==> config.mk <==
export PLATFORM = sky130hd
export DESIGN_NAME = irfb_flag_bank
export DESIGN_NICKNAME = d
export VERILOG_FILES = /design/src/irfb_flag_bank.v /design/src/irfb_req_sync.v
export VERILOG_INCLUDE_DIRS = /design/src
export SDC_FILE = /design/constraint.sdc
export NUM_CORES = 1
export LEC_CHECK = 0
export BUFFER_PORTS_ARGS = -buffer_cell sky130_fd_sc_hd__clkbuf_2
export CAP_MARGIN = 20
export CORE_MARGIN = 8
export CORE_UTILIZATION = 40
export DETAILED_ROUTE_END_ITERATION = 10
export MAX_ROUTING_LAYER = met4
export PLACE_DENSITY_LB_ADDON = 0.08
export SYNTH_ARGS = -nofsm -noshare
export SYNTH_HDL_FRONTEND = slang
export SYNTH_SLANG_ARGS = --single-unit
==> constraint.sdc <==
create_clock -name clk -period 4 [get_ports clk]
set_clock_uncertainty 0.15 [all_clocks]
set_input_delay 0.2 -clock clk [delete_from_list [all_inputs] [get_ports clk]]
set_output_delay 0.2 -clock clk [all_outputs]
set_load 0.005 [all_outputs]
==> src/irfb_consts.vh <==
// Purpose: constants of the interrupt request flag bank
// Assumes: included by bare name from the design files
// Notes:   byte addresses are 20-bit cpu data addresses
`ifndef IRFB_CONSTS_VH
`define IRFB_CONSTS_VH

// ----------------------------------------------------------------
// register byte addresses
// ----------------------------------------------------------------
`define IRFB_ADDR_W       20
`define IRFB_PEND_G2_LO   20'hfffd0
`define IRFB_PEND_G2_HI   20'hfffd1
`define IRFB_PEND_G0_LO   20'hfffe0
`define IRFB_PEND_G0_HI   20'hfffe1
`define IRFB_PEND_G1_LO   20'hfffe2
`define IRFB_PEND_G1_HI   20'hfffe3

// ----------------------------------------------------------------
// implemented bits of each halfword, others read zero
// ----------------------------------------------------------------
`define IRFB_IMPL_G0      16'hffff
`define IRFB_IMPL_G1      16'h05ff
`define IRFB_IMPL_G2      16'ha007
`define IRFB_RESET_VAL    16'h0000

// ----------------------------------------------------------------
// access sizes, group codes, timing
// ----------------------------------------------------------------
`define IRFB_SIZE_BIT     2'h0
`define IRFB_SIZE_BYTE    2'h1
`define IRFB_SIZE_HALF    2'h2
`define IRFB_GRP_0        2'h0
`define IRFB_GRP_1        2'h1
`define IRFB_GRP_2        2'h2
`define IRFB_GRP_NONE     2'h3
`define IRFB_WR_EXTRA     2'h2
`define IRFB_CNT_ZERO     2'h0
`define IRFB_CNT_ONE      2'h1

`endif

==> src/irfb_flag_bank.v <==
// Purpose: six 8-bit interrupt request flag registers, three halfwords
// Assumes: peripheral requests are on clk; pin requests are asynchronous
// Notes:   read data and wait appear one cycle after the access
//
// Function
// - a source request or a software write of one sets its flag.
// - cpu acknowledge clears the acknowledged flag automatically.
// - a software write of zero clears a flag; reset clears all.
// - each byte register takes single-bit and full byte writes.
// - low and high byte pairs form three halfword registers.
// - all six registers read zero after reset.
// - each accepted bit, byte or even halfword write adds two instruction clocks.
// - group 0 low holds pins 5..0, low voltage, watchdog flags.
// - group 0 high holds serial0, dma and serial2 flags.
// - group 1 low holds timers 3..0, i2c-a, serial1 flags.
// - group 1 high bit 2 interval timer, bit 0 adc; rest zero.
// - group 2 low timers 7..5; high flash bit 7, md bit 5.
// - any of several sources sharing a bit sets that bit.
`include "irfb_consts.vh"
`timescale 1ns/100ps
`default_nettype none

module irfb_flag_bank #(
  parameter PIN_COUNT = 6
) (
  // clock and reset
  input  wire                      clk,
  input  wire                      rst_n,
  // cpu data access
  input  wire                      cpu_wr,
  input  wire                      cpu_rd,
  input  wire [`IRFB_ADDR_W-1:0]   cpu_addr,
  input  wire [1:0]                cpu_size,
  input  wire [2:0]                cpu_bit,
  input  wire [15:0]               cpu_wdata,
  output reg  [15:0]               cpu_rdata_ff,
  output reg                       cpu_wait_ff,
  // cpu acknowledge
  input  wire                      ack_valid,
  input  wire [1:0]                ack_group,
  input  wire [3:0]                ack_bit,
  // external pin requests, asynchronous
  input  wire [PIN_COUNT-1:0]      pin_req,
  // group 0 sources
  input  wire                      low_voltage_req,
  input  wire                      watchdog_interval_req,
  input  wire                      serial0_rx_error_req,
  input  wire                      timer1_upper_req,
  input  wire                      serial0_rx_req,
  input  wire                      serial0_tx_req,
  input  wire                      sync_serial00_req,
  input  wire                      simple_i2c00_req,
  input  wire                      dma1_req,
  input  wire                      dma0_req,
  input  wire                      serial2_rx_error_req,
  input  wire                      serial2_rx_req,
  input  wire                      serial2_tx_req,
  input  wire                      sync_serial20_req,
  input  wire                      simple_i2c20_req,
  // group 1 sources
  input  wire [3:0]                timer_lo_req,
  input  wire                      i2c_a_req,
  input  wire                      serial1_rx_error_req,
  input  wire                      timer3_upper_req,
  input  wire                      serial1_rx_req,
  input  wire                      sync_serial11_req,
  input  wire                      simple_i2c11_req,
  input  wire                      serial1_tx_req,
  input  wire                      interval_timer_req,
  input  wire                      adc_done_req,
  // group 2 sources, timers 7..5
  input  wire [2:0]                timer_hi_req,
  input  wire                      flash_req,
  input  wire                      md_unit_req,
  // pending flags to the acknowledge logic
  output reg  [15:0]               pending_halfword_0_ff,
  output reg  [15:0]               pending_halfword_1_ff,
  output reg  [15:0]               pending_halfword_2_ff
);

  // ----------------------------------------------------------------
  // decoding
  // ----------------------------------------------------------------
  // returns {group, high byte}; group none when unmapped
  function [2:0] addr_decode;
    input [`IRFB_ADDR_W-1:0] a;
    begin
      case (a)
        `IRFB_PEND_G0_LO: addr_decode = {`IRFB_GRP_0, 1'b0};
        `IRFB_PEND_G0_HI: addr_decode = {`IRFB_GRP_0, 1'b1};
        `IRFB_PEND_G1_LO: addr_decode = {`IRFB_GRP_1, 1'b0};
        `IRFB_PEND_G1_HI: addr_decode = {`IRFB_GRP_1, 1'b1};
        `IRFB_PEND_G2_LO: addr_decode = {`IRFB_GRP_2, 1'b0};
        `IRFB_PEND_G2_HI: addr_decode = {`IRFB_GRP_2, 1'b1};
        default:          addr_decode = {`IRFB_GRP_NONE, 1'b0};
      endcase
    end
  endfunction

  // write-enable mask and value for one halfword group
  function [31:0] wr_lanes;
    input [2:0]  dec;
    input [1:0]  grp;
    input [1:0]  size;
    input [2:0]  bitn;
    input [15:0] wd;
    reg   [15:0] en;
    reg   [15:0] val;
    begin
      en  = 16'h0000;
      val = 16'h0000;
      if (dec[2:1] == grp) begin
        case (size)
          `IRFB_SIZE_BIT: begin
            en  = 16'h0001 << {dec[0], bitn};
            val = {16{wd[0]}};
          end
          `IRFB_SIZE_BYTE: begin
            en  = dec[0] ? 16'hff00 : 16'h00ff;
            val = {wd[7:0], wd[7:0]};
          end
          `IRFB_SIZE_HALF: begin
            // halfword only at the even (low) address
            en  = dec[0] ? 16'h0000 : 16'hffff;
            val = wd;
          end
          default: begin
            en  = 16'h0000;
            val = 16'h0000;
          end
        endcase
      end
      wr_lanes = {en, val};
    end
  endfunction

  // one flag update: ack clear, then write, then requests win
  function [15:0] flag_next;
    input [15:0] cur;
    input [31:0] lanes;
    input [15:0] ack_clr;
    input [15:0] req;
    input [15:0] impl;
    begin
      flag_next = ((((cur & ~ack_clr) & ~lanes[31:16])
                   | (lanes[15:0] & lanes[31:16]))
                   | req) & impl;
    end
  endfunction

  // ----------------------------------------------------------------
  // request mapping
  // ----------------------------------------------------------------
  wire [PIN_COUNT-1:0] pin_sync;

  irfb_req_sync #(
    .WIDTH    (PIN_COUNT)
  ) u_pin_sync (
    .clk      (clk),
    .rst_n    (rst_n),
    .pin_in   (pin_req),
    .pin_sync (pin_sync)
  );

  wire [15:0] req_g0;
  wire [15:0] req_g1;
  wire [15:0] req_g2;

  assign req_g0 = {serial0_rx_error_req | timer1_upper_req,
                   serial0_rx_req,
                   serial0_tx_req | sync_serial00_req
                     | simple_i2c00_req,
                   dma1_req, dma0_req,
                   serial2_rx_error_req, serial2_rx_req,
                   serial2_tx_req | sync_serial20_req
                     | simple_i2c20_req,
                   pin_sync[5:0],
                   low_voltage_req, watchdog_interval_req};
  assign req_g1 = {5'h00, interval_timer_req, 1'b0, adc_done_req,
                   timer_lo_req, i2c_a_req,
                   serial1_rx_error_req | timer3_upper_req,
                   serial1_rx_req | sync_serial11_req
                     | simple_i2c11_req,
                   serial1_tx_req};
  assign req_g2 = {flash_req, 1'b0, md_unit_req, 5'h00,
                   5'h00, timer_hi_req};

  // ----------------------------------------------------------------
  // software write and acknowledge decode
  // ----------------------------------------------------------------
  wire [2:0]  wr_dec;
  wire        wr_ok;
  wire [31:0] lanes_g0;
  wire [31:0] lanes_g1;
  wire [31:0] lanes_g2;
  wire [15:0] ack_mask;

  assign wr_dec = addr_decode(cpu_addr);
  // cpu is held while waiting, so a write seen then is not taken twice
  assign wr_ok  = cpu_wr & ~cpu_wait_ff;

  assign lanes_g0 = wr_ok ? wr_lanes(wr_dec, `IRFB_GRP_0, cpu_size,
                                     cpu_bit, cpu_wdata) : 32'h0;
  assign lanes_g1 = wr_ok ? wr_lanes(wr_dec, `IRFB_GRP_1, cpu_size,
                                     cpu_bit, cpu_wdata) : 32'h0;
  assign lanes_g2 = wr_ok ? wr_lanes(wr_dec, `IRFB_GRP_2, cpu_size,
                                     cpu_bit, cpu_wdata) : 32'h0;

  assign ack_mask = ack_valid ? (16'h0001 << ack_bit) : 16'h0000;

  // ----------------------------------------------------------------
  // flag registers
  // ----------------------------------------------------------------
  wire [15:0] nxt_pending_0;
  wire [15:0] nxt_pending_1;
  wire [15:0] nxt_pending_2;

  // set from requests wins over write-zero and ack clear
  assign nxt_pending_0 = flag_next(pending_halfword_0_ff, lanes_g0,
    (ack_group == `IRFB_GRP_0) ? ack_mask : 16'h0000, req_g0,
    `IRFB_IMPL_G0);
  assign nxt_pending_1 = flag_next(pending_halfword_1_ff, lanes_g1,
    (ack_group == `IRFB_GRP_1) ? ack_mask : 16'h0000, req_g1,
    `IRFB_IMPL_G1);
  assign nxt_pending_2 = flag_next(pending_halfword_2_ff, lanes_g2,
    (ack_group == `IRFB_GRP_2) ? ack_mask : 16'h0000, req_g2,
    `IRFB_IMPL_G2);

  always @(posedge clk or negedge rst_n) begin
    if (!rst_n) begin
      pending_halfword_0_ff <= `IRFB_RESET_VAL;
      pending_halfword_1_ff <= `IRFB_RESET_VAL;
      pending_halfword_2_ff <= `IRFB_RESET_VAL;
    end else begin
      pending_halfword_0_ff <= nxt_pending_0;
      pending_halfword_1_ff <= nxt_pending_1;
      pending_halfword_2_ff <= nxt_pending_2;
    end
  end

  // ----------------------------------------------------------------
  // read path
  // ----------------------------------------------------------------
  reg  [15:0] rd_half;
  wire [2:0]  rd_dec;
  reg  [15:0] nxt_rdata;

  assign rd_dec = addr_decode(cpu_addr);

  always @* begin
    case (rd_dec[2:1])
      `IRFB_GRP_0: rd_half = pending_halfword_0_ff;
      `IRFB_GRP_1: rd_half = pending_halfword_1_ff;
      `IRFB_GRP_2: rd_half = pending_halfword_2_ff;
      default:     rd_half = 16'h0000;
    endcase
    if (!cpu_rd) begin
      nxt_rdata = cpu_rdata_ff;
    end else if (cpu_size == `IRFB_SIZE_HALF) begin
      nxt_rdata = rd_dec[0] ? 16'h0000 : rd_half;
    end else if (rd_dec[0]) begin
      nxt_rdata = {8'h00, rd_half[15:8]};
    end else begin
      nxt_rdata = {8'h00, rd_half[7:0]};
    end
  end

  always @(posedge clk or negedge rst_n) begin
    if (!rst_n) begin
      cpu_rdata_ff <= 16'h0000;
    end else begin
      cpu_rdata_ff <= nxt_rdata;
    end
  end

  // ----------------------------------------------------------------
  // write wait: two extra instruction clocks
  // ----------------------------------------------------------------
  reg  [1:0] wait_cnt_ff;
  wire [1:0] nxt_wait_cnt;
  wire       wr_hit;

  // refused sizes, odd halfwords and unmapped writes enable no lane
  assign wr_hit       = |{lanes_g0[31:16], lanes_g1[31:16],
                          lanes_g2[31:16]};
  assign nxt_wait_cnt = wr_hit ? `IRFB_WR_EXTRA :
                        (wait_cnt_ff != `IRFB_CNT_ZERO) ?
                        wait_cnt_ff - `IRFB_CNT_ONE : `IRFB_CNT_ZERO;

  always @(posedge clk or negedge rst_n) begin
    if (!rst_n) begin
      wait_cnt_ff <= `IRFB_CNT_ZERO;
      cpu_wait_ff <= 1'b0;
    end else begin
      wait_cnt_ff <= nxt_wait_cnt;
      cpu_wait_ff <= (nxt_wait_cnt != `IRFB_CNT_ZERO);
    end
  end

endmodule

`default_nettype wire

==> src/irfb_req_sync.v <==
// Purpose: two-stage synchroniser for asynchronous request pins
// Assumes: pins are not related to clk
// Notes:   stage one is read by stage two only
`timescale 1ns/100ps
`default_nettype none

module irfb_req_sync #(
  parameter WIDTH = 6
) (
  // clock and reset
  input  wire             clk,
  input  wire             rst_n,
  // pins and synchronised levels
  input  wire [WIDTH-1:0] pin_in,
  output wire [WIDTH-1:0] pin_sync
);

  reg [WIDTH-1:0] meta_ff;
  reg [WIDTH-1:0] sync_ff;

  always @(posedge clk or negedge rst_n) begin
    if (!rst_n) begin
      meta_ff <= {WIDTH{1'b0}};
      sync_ff <= {WIDTH{1'b0}};
    end else begin
      meta_ff <= pin_in;
      sync_ff <= meta_ff;
    end
  end

  assign pin_sync = sync_ff;

endmodule

`default_nettype wire

== Word level (Yosys, flattened, before mapping) ==
Index checks and enable logic that the tools add are counted.
Word-level totals
  word-level logic and storage cells: 84
  flip-flop bits (word level): 62
Cells by class
  muxes and demuxes: 24
  equality and inequality tests: 12
  bitwise operators: 31
  add/subtract/negate cells: 1
  reductions and logical operators: 6
  shifts and indexed selects: 2
Operators with widths (number)
  16-bit 2-to-1 mux: 13
  16-bit case mux with 3 select lines: 3
  20-bit equality test, second input constant: 6
  16-bit bitwise AND: 6
  32-bit 2-to-1 mux: 3
  16-bit inverter: 4
  16-bit OR: 4
  48-bit OR reduction: 1
  11-bit bitwise AND: 3
  1-bit by 4-bit << shifter with 16-bit output, first input constant: 2
  11-bit inverter: 2
  11-bit OR: 2
  3-bit case mux with 6 select lines: 1
  11-bit 2-to-1 mux: 1
  8-bit 2-to-1 mux: 1
  1-bit OR: 8
  2-bit by 1-bit equality test with 1-bit output, second input constant: 3
  2-bit equality test, second input constant: 3
  2-bit logical NOT: 3
  2-bit 2-to-1 mux: 2
  2-bit nonzero test: 2
  2-bit by 1-bit subtractor with 2-bit output, second input constant: 1
  1-bit bitwise AND: 1
  1-bit inverter: 1

== Longest topological paths before layout ==
  word-level depth: 10
  depth in mapped cells: 8
  mapped depth without buffers: 6

== Cells and area by module ==
From an unflattened synthesis, not the netlist that was laid out.
Unflattened totals
  cells, all modules: 469
  area, all modules: 3967.6 um^2
By module, submodules not included
  irfb_flag_bank: instances 1, seq. area each 1251.2 um^2, area an instance 3667.3 um^2, cells an instance 457
  irfb_req_sync: instances 1, seq. area each 300.3 um^2, area an instance 300.3 um^2, cells an instance 12

== Least setup slack after synthesis ==
Ideal clock, no wire load.
  path kind: in2reg
  from: input cpu_addr[2]
  to: register pending_halfword_0_ff[15]
  stages: 7
  required time: 3711 ps
  arrival time: 1986 ps
  slack: 1726 ps
  path through: nand4b_1 or4_1 buf_2 o21ai_4 o21ai_2 and3_1 or4_1
On the way
  word-level cells in the longest chain between the ends: 10
  elaborated cells between the ends (all ways): 20
  those cells by class: eq/ne: 6; shift: 1; mux: 7; bitwise: 5; reduce/logical: 1
RTL lines
  start: declaration: RTL line irfb_flag_bank.v:32  | input wire [`IRFB_ADDR_W-1:0] cpu_addr,
  20-bit equality test: RTL line irfb_flag_bank.v:88  | case (a)
  3-bit case mux with 6 select lines (*): RTL line irfb_flag_bank.v:88
  16-bit 2-to-1 mux (tied with other cells): RTL line irfb_flag_bank.v:124  | en = dec[0] ? 16'h0000 : 16'hffff;
  16-bit case mux with 3 select lines: RTL line irfb_flag_bank.v:113  | case (size)
  16-bit 2-to-1 mux: RTL line irfb_flag_bank.v:112  | if (dec[2:1] == grp) begin
  32-bit 2-to-1 mux (*): RTL line irfb_flag_bank.v:202  | assign lanes_g0 = wr_ok ? wr_lanes(wr_dec, `IRFB_GRP_0, cpu_size,
  16-bit inverter: RTL line irfb_flag_bank.v:145  | flag_next = ((((cur & ~ack_clr) & ~lanes[31:16])
  16-bit bitwise AND: RTL line irfb_flag_bank.v:145
  16-bit OR (*): RTL line irfb_flag_bank.v:146  | | (lanes[15:0] & lanes[31:16]))
  16-bit OR (*): RTL line irfb_flag_bank.v:147  | | req) & impl;
  net nxt_pending_0[15]: RTL line irfb_flag_bank.v:214  | wire [15:0] nxt_pending_0;
  end signal: assignment: RTL line irfb_flag_bank.v:231  | pending_halfword_0_ff <= `IRFB_RESET_VAL;
  end signal: assignment: RTL line irfb_flag_bank.v:235  | pending_halfword_0_ff <= nxt_pending_0;
  end: declaration: RTL line irfb_flag_bank.v:76  | output reg [15:0] pending_halfword_0_ff,
The timed path passes the listed nets; every way through them passes the cells marked *.
A chain may end at the register's enable or synchronous reset.

== Worst setup path in the final report ==
  from: input cpu_addr[1]
  to: register pending_halfword_0_ff[15]
Same word-level chain as after synthesis.

==> flow_summary.toml <==
[yosys]
synth_top_flop_cell = "sky130_fd_sc_hd__dfrtp_1"
synth-seq-area-share = 0.392
post_synth_inst_count = 469
synth_async_sr_flop_share = 1.00
post_synth.cell_area_avg_um2 = 8.44
mappedNetlistArea_um2 = 3960
synth_cell_types = 54
synth-edff-count = 0
synth_register_bits = 62
yosysWarnings = 0

[sta]
finalWorstSetupSlack_ns = 0.883
maxClockFrequency_ghz = 0.321
final_max_tran_viols = 0
final-hold-violation-count = 0
timing.final.crit_share = 0.779
worst_slew_margin_rel = 0.374
grt_setup_unrepaired = "no"
tightestPinTransition_ns = 0.939
final-setup-viol-count = 0
period_minus_slack_ns = 3.12
hold_ws_ns = 0.00995
setup-tns-final_ns = 0

[setup_path]
worst_setup_path_end_kind = "flip-flop"
reg2regPathDepth = 6
critPathMaxFanout = 25
timing.critical_path.required_ns = 4.08
cp_common_cell = "sky130_fd_sc_hd__o21ai_2"
timing.rr.end = "pending_halfword_1_ff[2]"
cp_data_arrival_time_ns = 3.19
sort_of_element_at_the_start_of_the_critical_path = "input port"
crit-reg2reg-launch = "cpu_wait_ff"
ff2ff_setup_slack_ns = 1.19
critical-path-max-stage-delay_ns = 0.57
worstPathCellList = "clkbuf_2 > nor3b_4 > o21ai_2 > or3b_1 > o21ai_2 > a21oi_1 > or4_1 > dlygate4sd3_1"
critical_path.slowest_cell = "sky130_fd_sc_hd__or3b_1"
worst-setup-path-type = "input port to flip-flop"

[grt]
remaining_overflow_grt = 0
first_global_vias = 4266
grt_util_all_layers = 0.228
grt_first_pass_wirelength_um = 22700
grt_max_degree = 39
grt_antenna_before_repair = 0

[clock_tree]
cts.repair_timing.setup_buffer_count = 0
cts_tree = "built"
cts_root_buf = "sky130_fd_sc_hd__clkbuf_8"
cts_max_path_buffers = 2
clk_pin_slew_worst_paths_ns = 0.07
cts.sink_count = 62
cts_buffer_count = 9
worstSkewPairLatency_ns = 0.34
cts_htree_levels = 3

[cells_and_area]
fillers = 992
register_area_um2 = 1550
multi_input_comb_area_um2 = 2210
fin_cells = 762
final_cell_mix = "138 x sky130_fd_sc_hd__clkbuf_2, 62 x sky130_fd_sc_hd__dfrtp_1, 52 x sky130_fd_sc_hd__o21ai_0, 44 x sky130_fd_sc_hd__a21oi_1, 37 x sky130_fd_sc_hd__nor2_1"
layout-area-overhead-vs-synth_pct = 30.8
drive_gt1_frac = 0.285
most_frequent_standard_cell_in_the_layout_excluding_fill_and_tap_cells = "sky130_fd_sc_hd__clkbuf_2"
ant_diodes = 0
fin_nets = 716

[floorplan]
num_rows = 36
ios = 156
die_area_um2 = 13300
fp.dieH_um = 115
initial_util = 0.409
die_width_um = 115
core_area_um2 = 9680

[hold_path]
hold_class = "input port to flip-flop"
worst_hold_path.num_cells = 3
hold_start = "serial0_rx_req"
hold_path_end = "pending_halfword_0_ff[14]"

[power]
total_power_w = 0.00146
peakVddDrop_v = 0.000221
pwr_density_cell_nw_per_um2 = 282
power.leakage_nw = 2.15

[placed_design]
buffer_ports.inserted = 138
placedCellCount = 718
gp_routability_congestion = 0.937
detailedPlace.worstSlack_ns = 1.09
detailedPlacementHpwl_um = 11500

[routing]
routed_length_per_placed_instance_um = 19.0
route.antenna.remaining_nets = 0
num_vias = 4168
drcViolationCount = 0
drt_pre_antenna_iters = 5
first_iter_violations = 301
wl_um = 14500
routed_via_density = 5.47

[run]
max-cap-violations = 0

[outcome]
status = "finished, final reports clean"
final cells by class:
cell class,instances,share of cell area
clock buffer,12,0.0319
clock inverter,3,0.00822
inverter,9,0.00653
multi-input combinational,372,0.426
sequential,62,0.300
tap,133,0.0321
timing repair buffer,171,0.195
report_power, final:
part | leakage (nW) | internal [W] | total [W] | switching, W
Sequential | 0.672 | 0.000637 | 0.000642 | 0.00000479
Combinational | 1.37 | 0.0000931 | 0.000235 | 0.000141
Clock | 0.104 | 0.000335 | 0.000585 | 0.000250
flip-flops by register name, summed over array words and instances, names as in the netlist:
name / cells
cpu_rdata_ff: 16
pending_halfword_0_ff: 16
pending_halfword_1_ff: 10
u_pin_sync.meta_ff: 6
u_pin_sync.pin_sync: 6
pending_halfword_2_ff: 5
wait_cnt_ff: 2
cpu_wait_ff: 1
what timing repair did:
item                      4_1_cts  5_1_grt
resized for setup               0        0
hold buffers                   29        0
hold endpoints to repair       62        0
per-layer routing:
metal,up-vias,global-route usage,share of wire
met1,1997,0.299,0.46
met2,148,0.356,0.47
met3,10,0.0433,0.067
met4,0,0.0508,0.011
met5,-,-,0
li1,2013,-,-
Yosys cell counts, types with 2 or more instances:
cell                       count  area [um2]
sky130_fd_sc_hd__nand4b_1      3        26.3
sky130_fd_sc_hd__nor4_1        5        31.3
sky130_fd_sc_hd__a21o_1        2        15.0
sky130_fd_sc_hd__o21ai_0      52         260
sky130_fd_sc_hd__nand4_1       8        50.1
sky130_fd_sc_hd__or3b_2        3        26.3
sky130_fd_sc_hd__nor3_1        9        45.0
sky130_fd_sc_hd__nand2b_1     11        68.8
sky130_fd_sc_hd__mux2i_1       6        60.1
sky130_fd_sc_hd__a211oi_1      4        30.0
sky130_fd_sc_hd__nor2b_1      12        75.1
sky130_fd_sc_hd__nor2_1       37         139
sky130_fd_sc_hd__buf_4        17         128
sky130_fd_sc_hd__and3_1        9        56.3
sky130_fd_sc_hd__or3_1         4        25.0
sky130_fd_sc_hd__nand3_1      21         105
sky130_fd_sc_hd__inv_1         9        33.8
sky130_fd_sc_hd__mux2_2        6        67.6
sky130_fd_sc_hd__a211o_1       4        35.0
sky130_fd_sc_hd__or2_2         8        50.1
sky130_fd_sc_hd__dfrtp_1      62        1550
sky130_fd_sc_hd__clkbuf_1     20        75.1
sky130_fd_sc_hd__buf_2         4        20.0
sky130_fd_sc_hd__o21ai_1       3        15.0
sky130_fd_sc_hd__or4_1         4        30.0
sky130_fd_sc_hd__a31oi_1       6        37.5
sky130_fd_sc_hd__o21ai_2       2        17.5
sky130_fd_sc_hd__and2_1        2        12.5
sky130_fd_sc_hd__nor3b_1       3        22.5
sky130_fd_sc_hd__a311o_1      18         180
sky130_fd_sc_hd__a22oi_1       6        45.0
sky130_fd_sc_hd__nor4b_1       2        17.5
sky130_fd_sc_hd__xnor2_1       2        17.5
sky130_fd_sc_hd__nand2_1      34         128
sky130_fd_sc_hd__a21oi_1      44         220
sky130_fd_sc_hd__o21a_1        9        67.6
stage by stage:
stage                     instance area [um2]  utilization
final                                    5180        0.534
after floorplan                          4020            -
after global routing                     5180        0.534
after detailed placement                 4680        0.483
after global placement                   4680        0.483
after CTS                                5180        0.534
critical path: cells and delay by family:
kind,cells,cell delay [ns]
and+or+nand+nor,3,1.45
buffers and inverters,2,0.98
AOI/OAI and AO/OA,3,0.57
how the worst max path moves through the flow:
stage                startpoint                         to  slack [ns]  cells after the start
CTS                 cpu_addr[1]  pending_halfword_0_ff[15]        0.92                      8
detailed placement  cpu_addr[1]  pending_halfword_0_ff[10]        1.09                      7
floorplan           cpu_addr[2]  pending_halfword_0_ff[15]        1.73                      7
global route        cpu_addr[1]  pending_halfword_0_ff[15]        0.75                      8
finish              cpu_addr[1]  pending_halfword_0_ff[15]        0.88                      8
global placement    cpu_addr[1]   pending_halfword_0_ff[8]        1.17                      7
cell families after synthesis:
| logic type | Yosys count | synth area share |
|---|---|---|
| buffers and inverters | 51 | 0.0658 |
| muxes | 12 | 0.0322 |
| other | 1 | 0.000948 |
| DFF | 62 | 0.392 |
| and+or+nand+nor | 183 | 0.251 |
| AOI/OAI and AO/OA | 158 | 0.253 |
| xor gates and xnor gates | 2 | 0.00443 |
(Power assumes the default switching activity.)
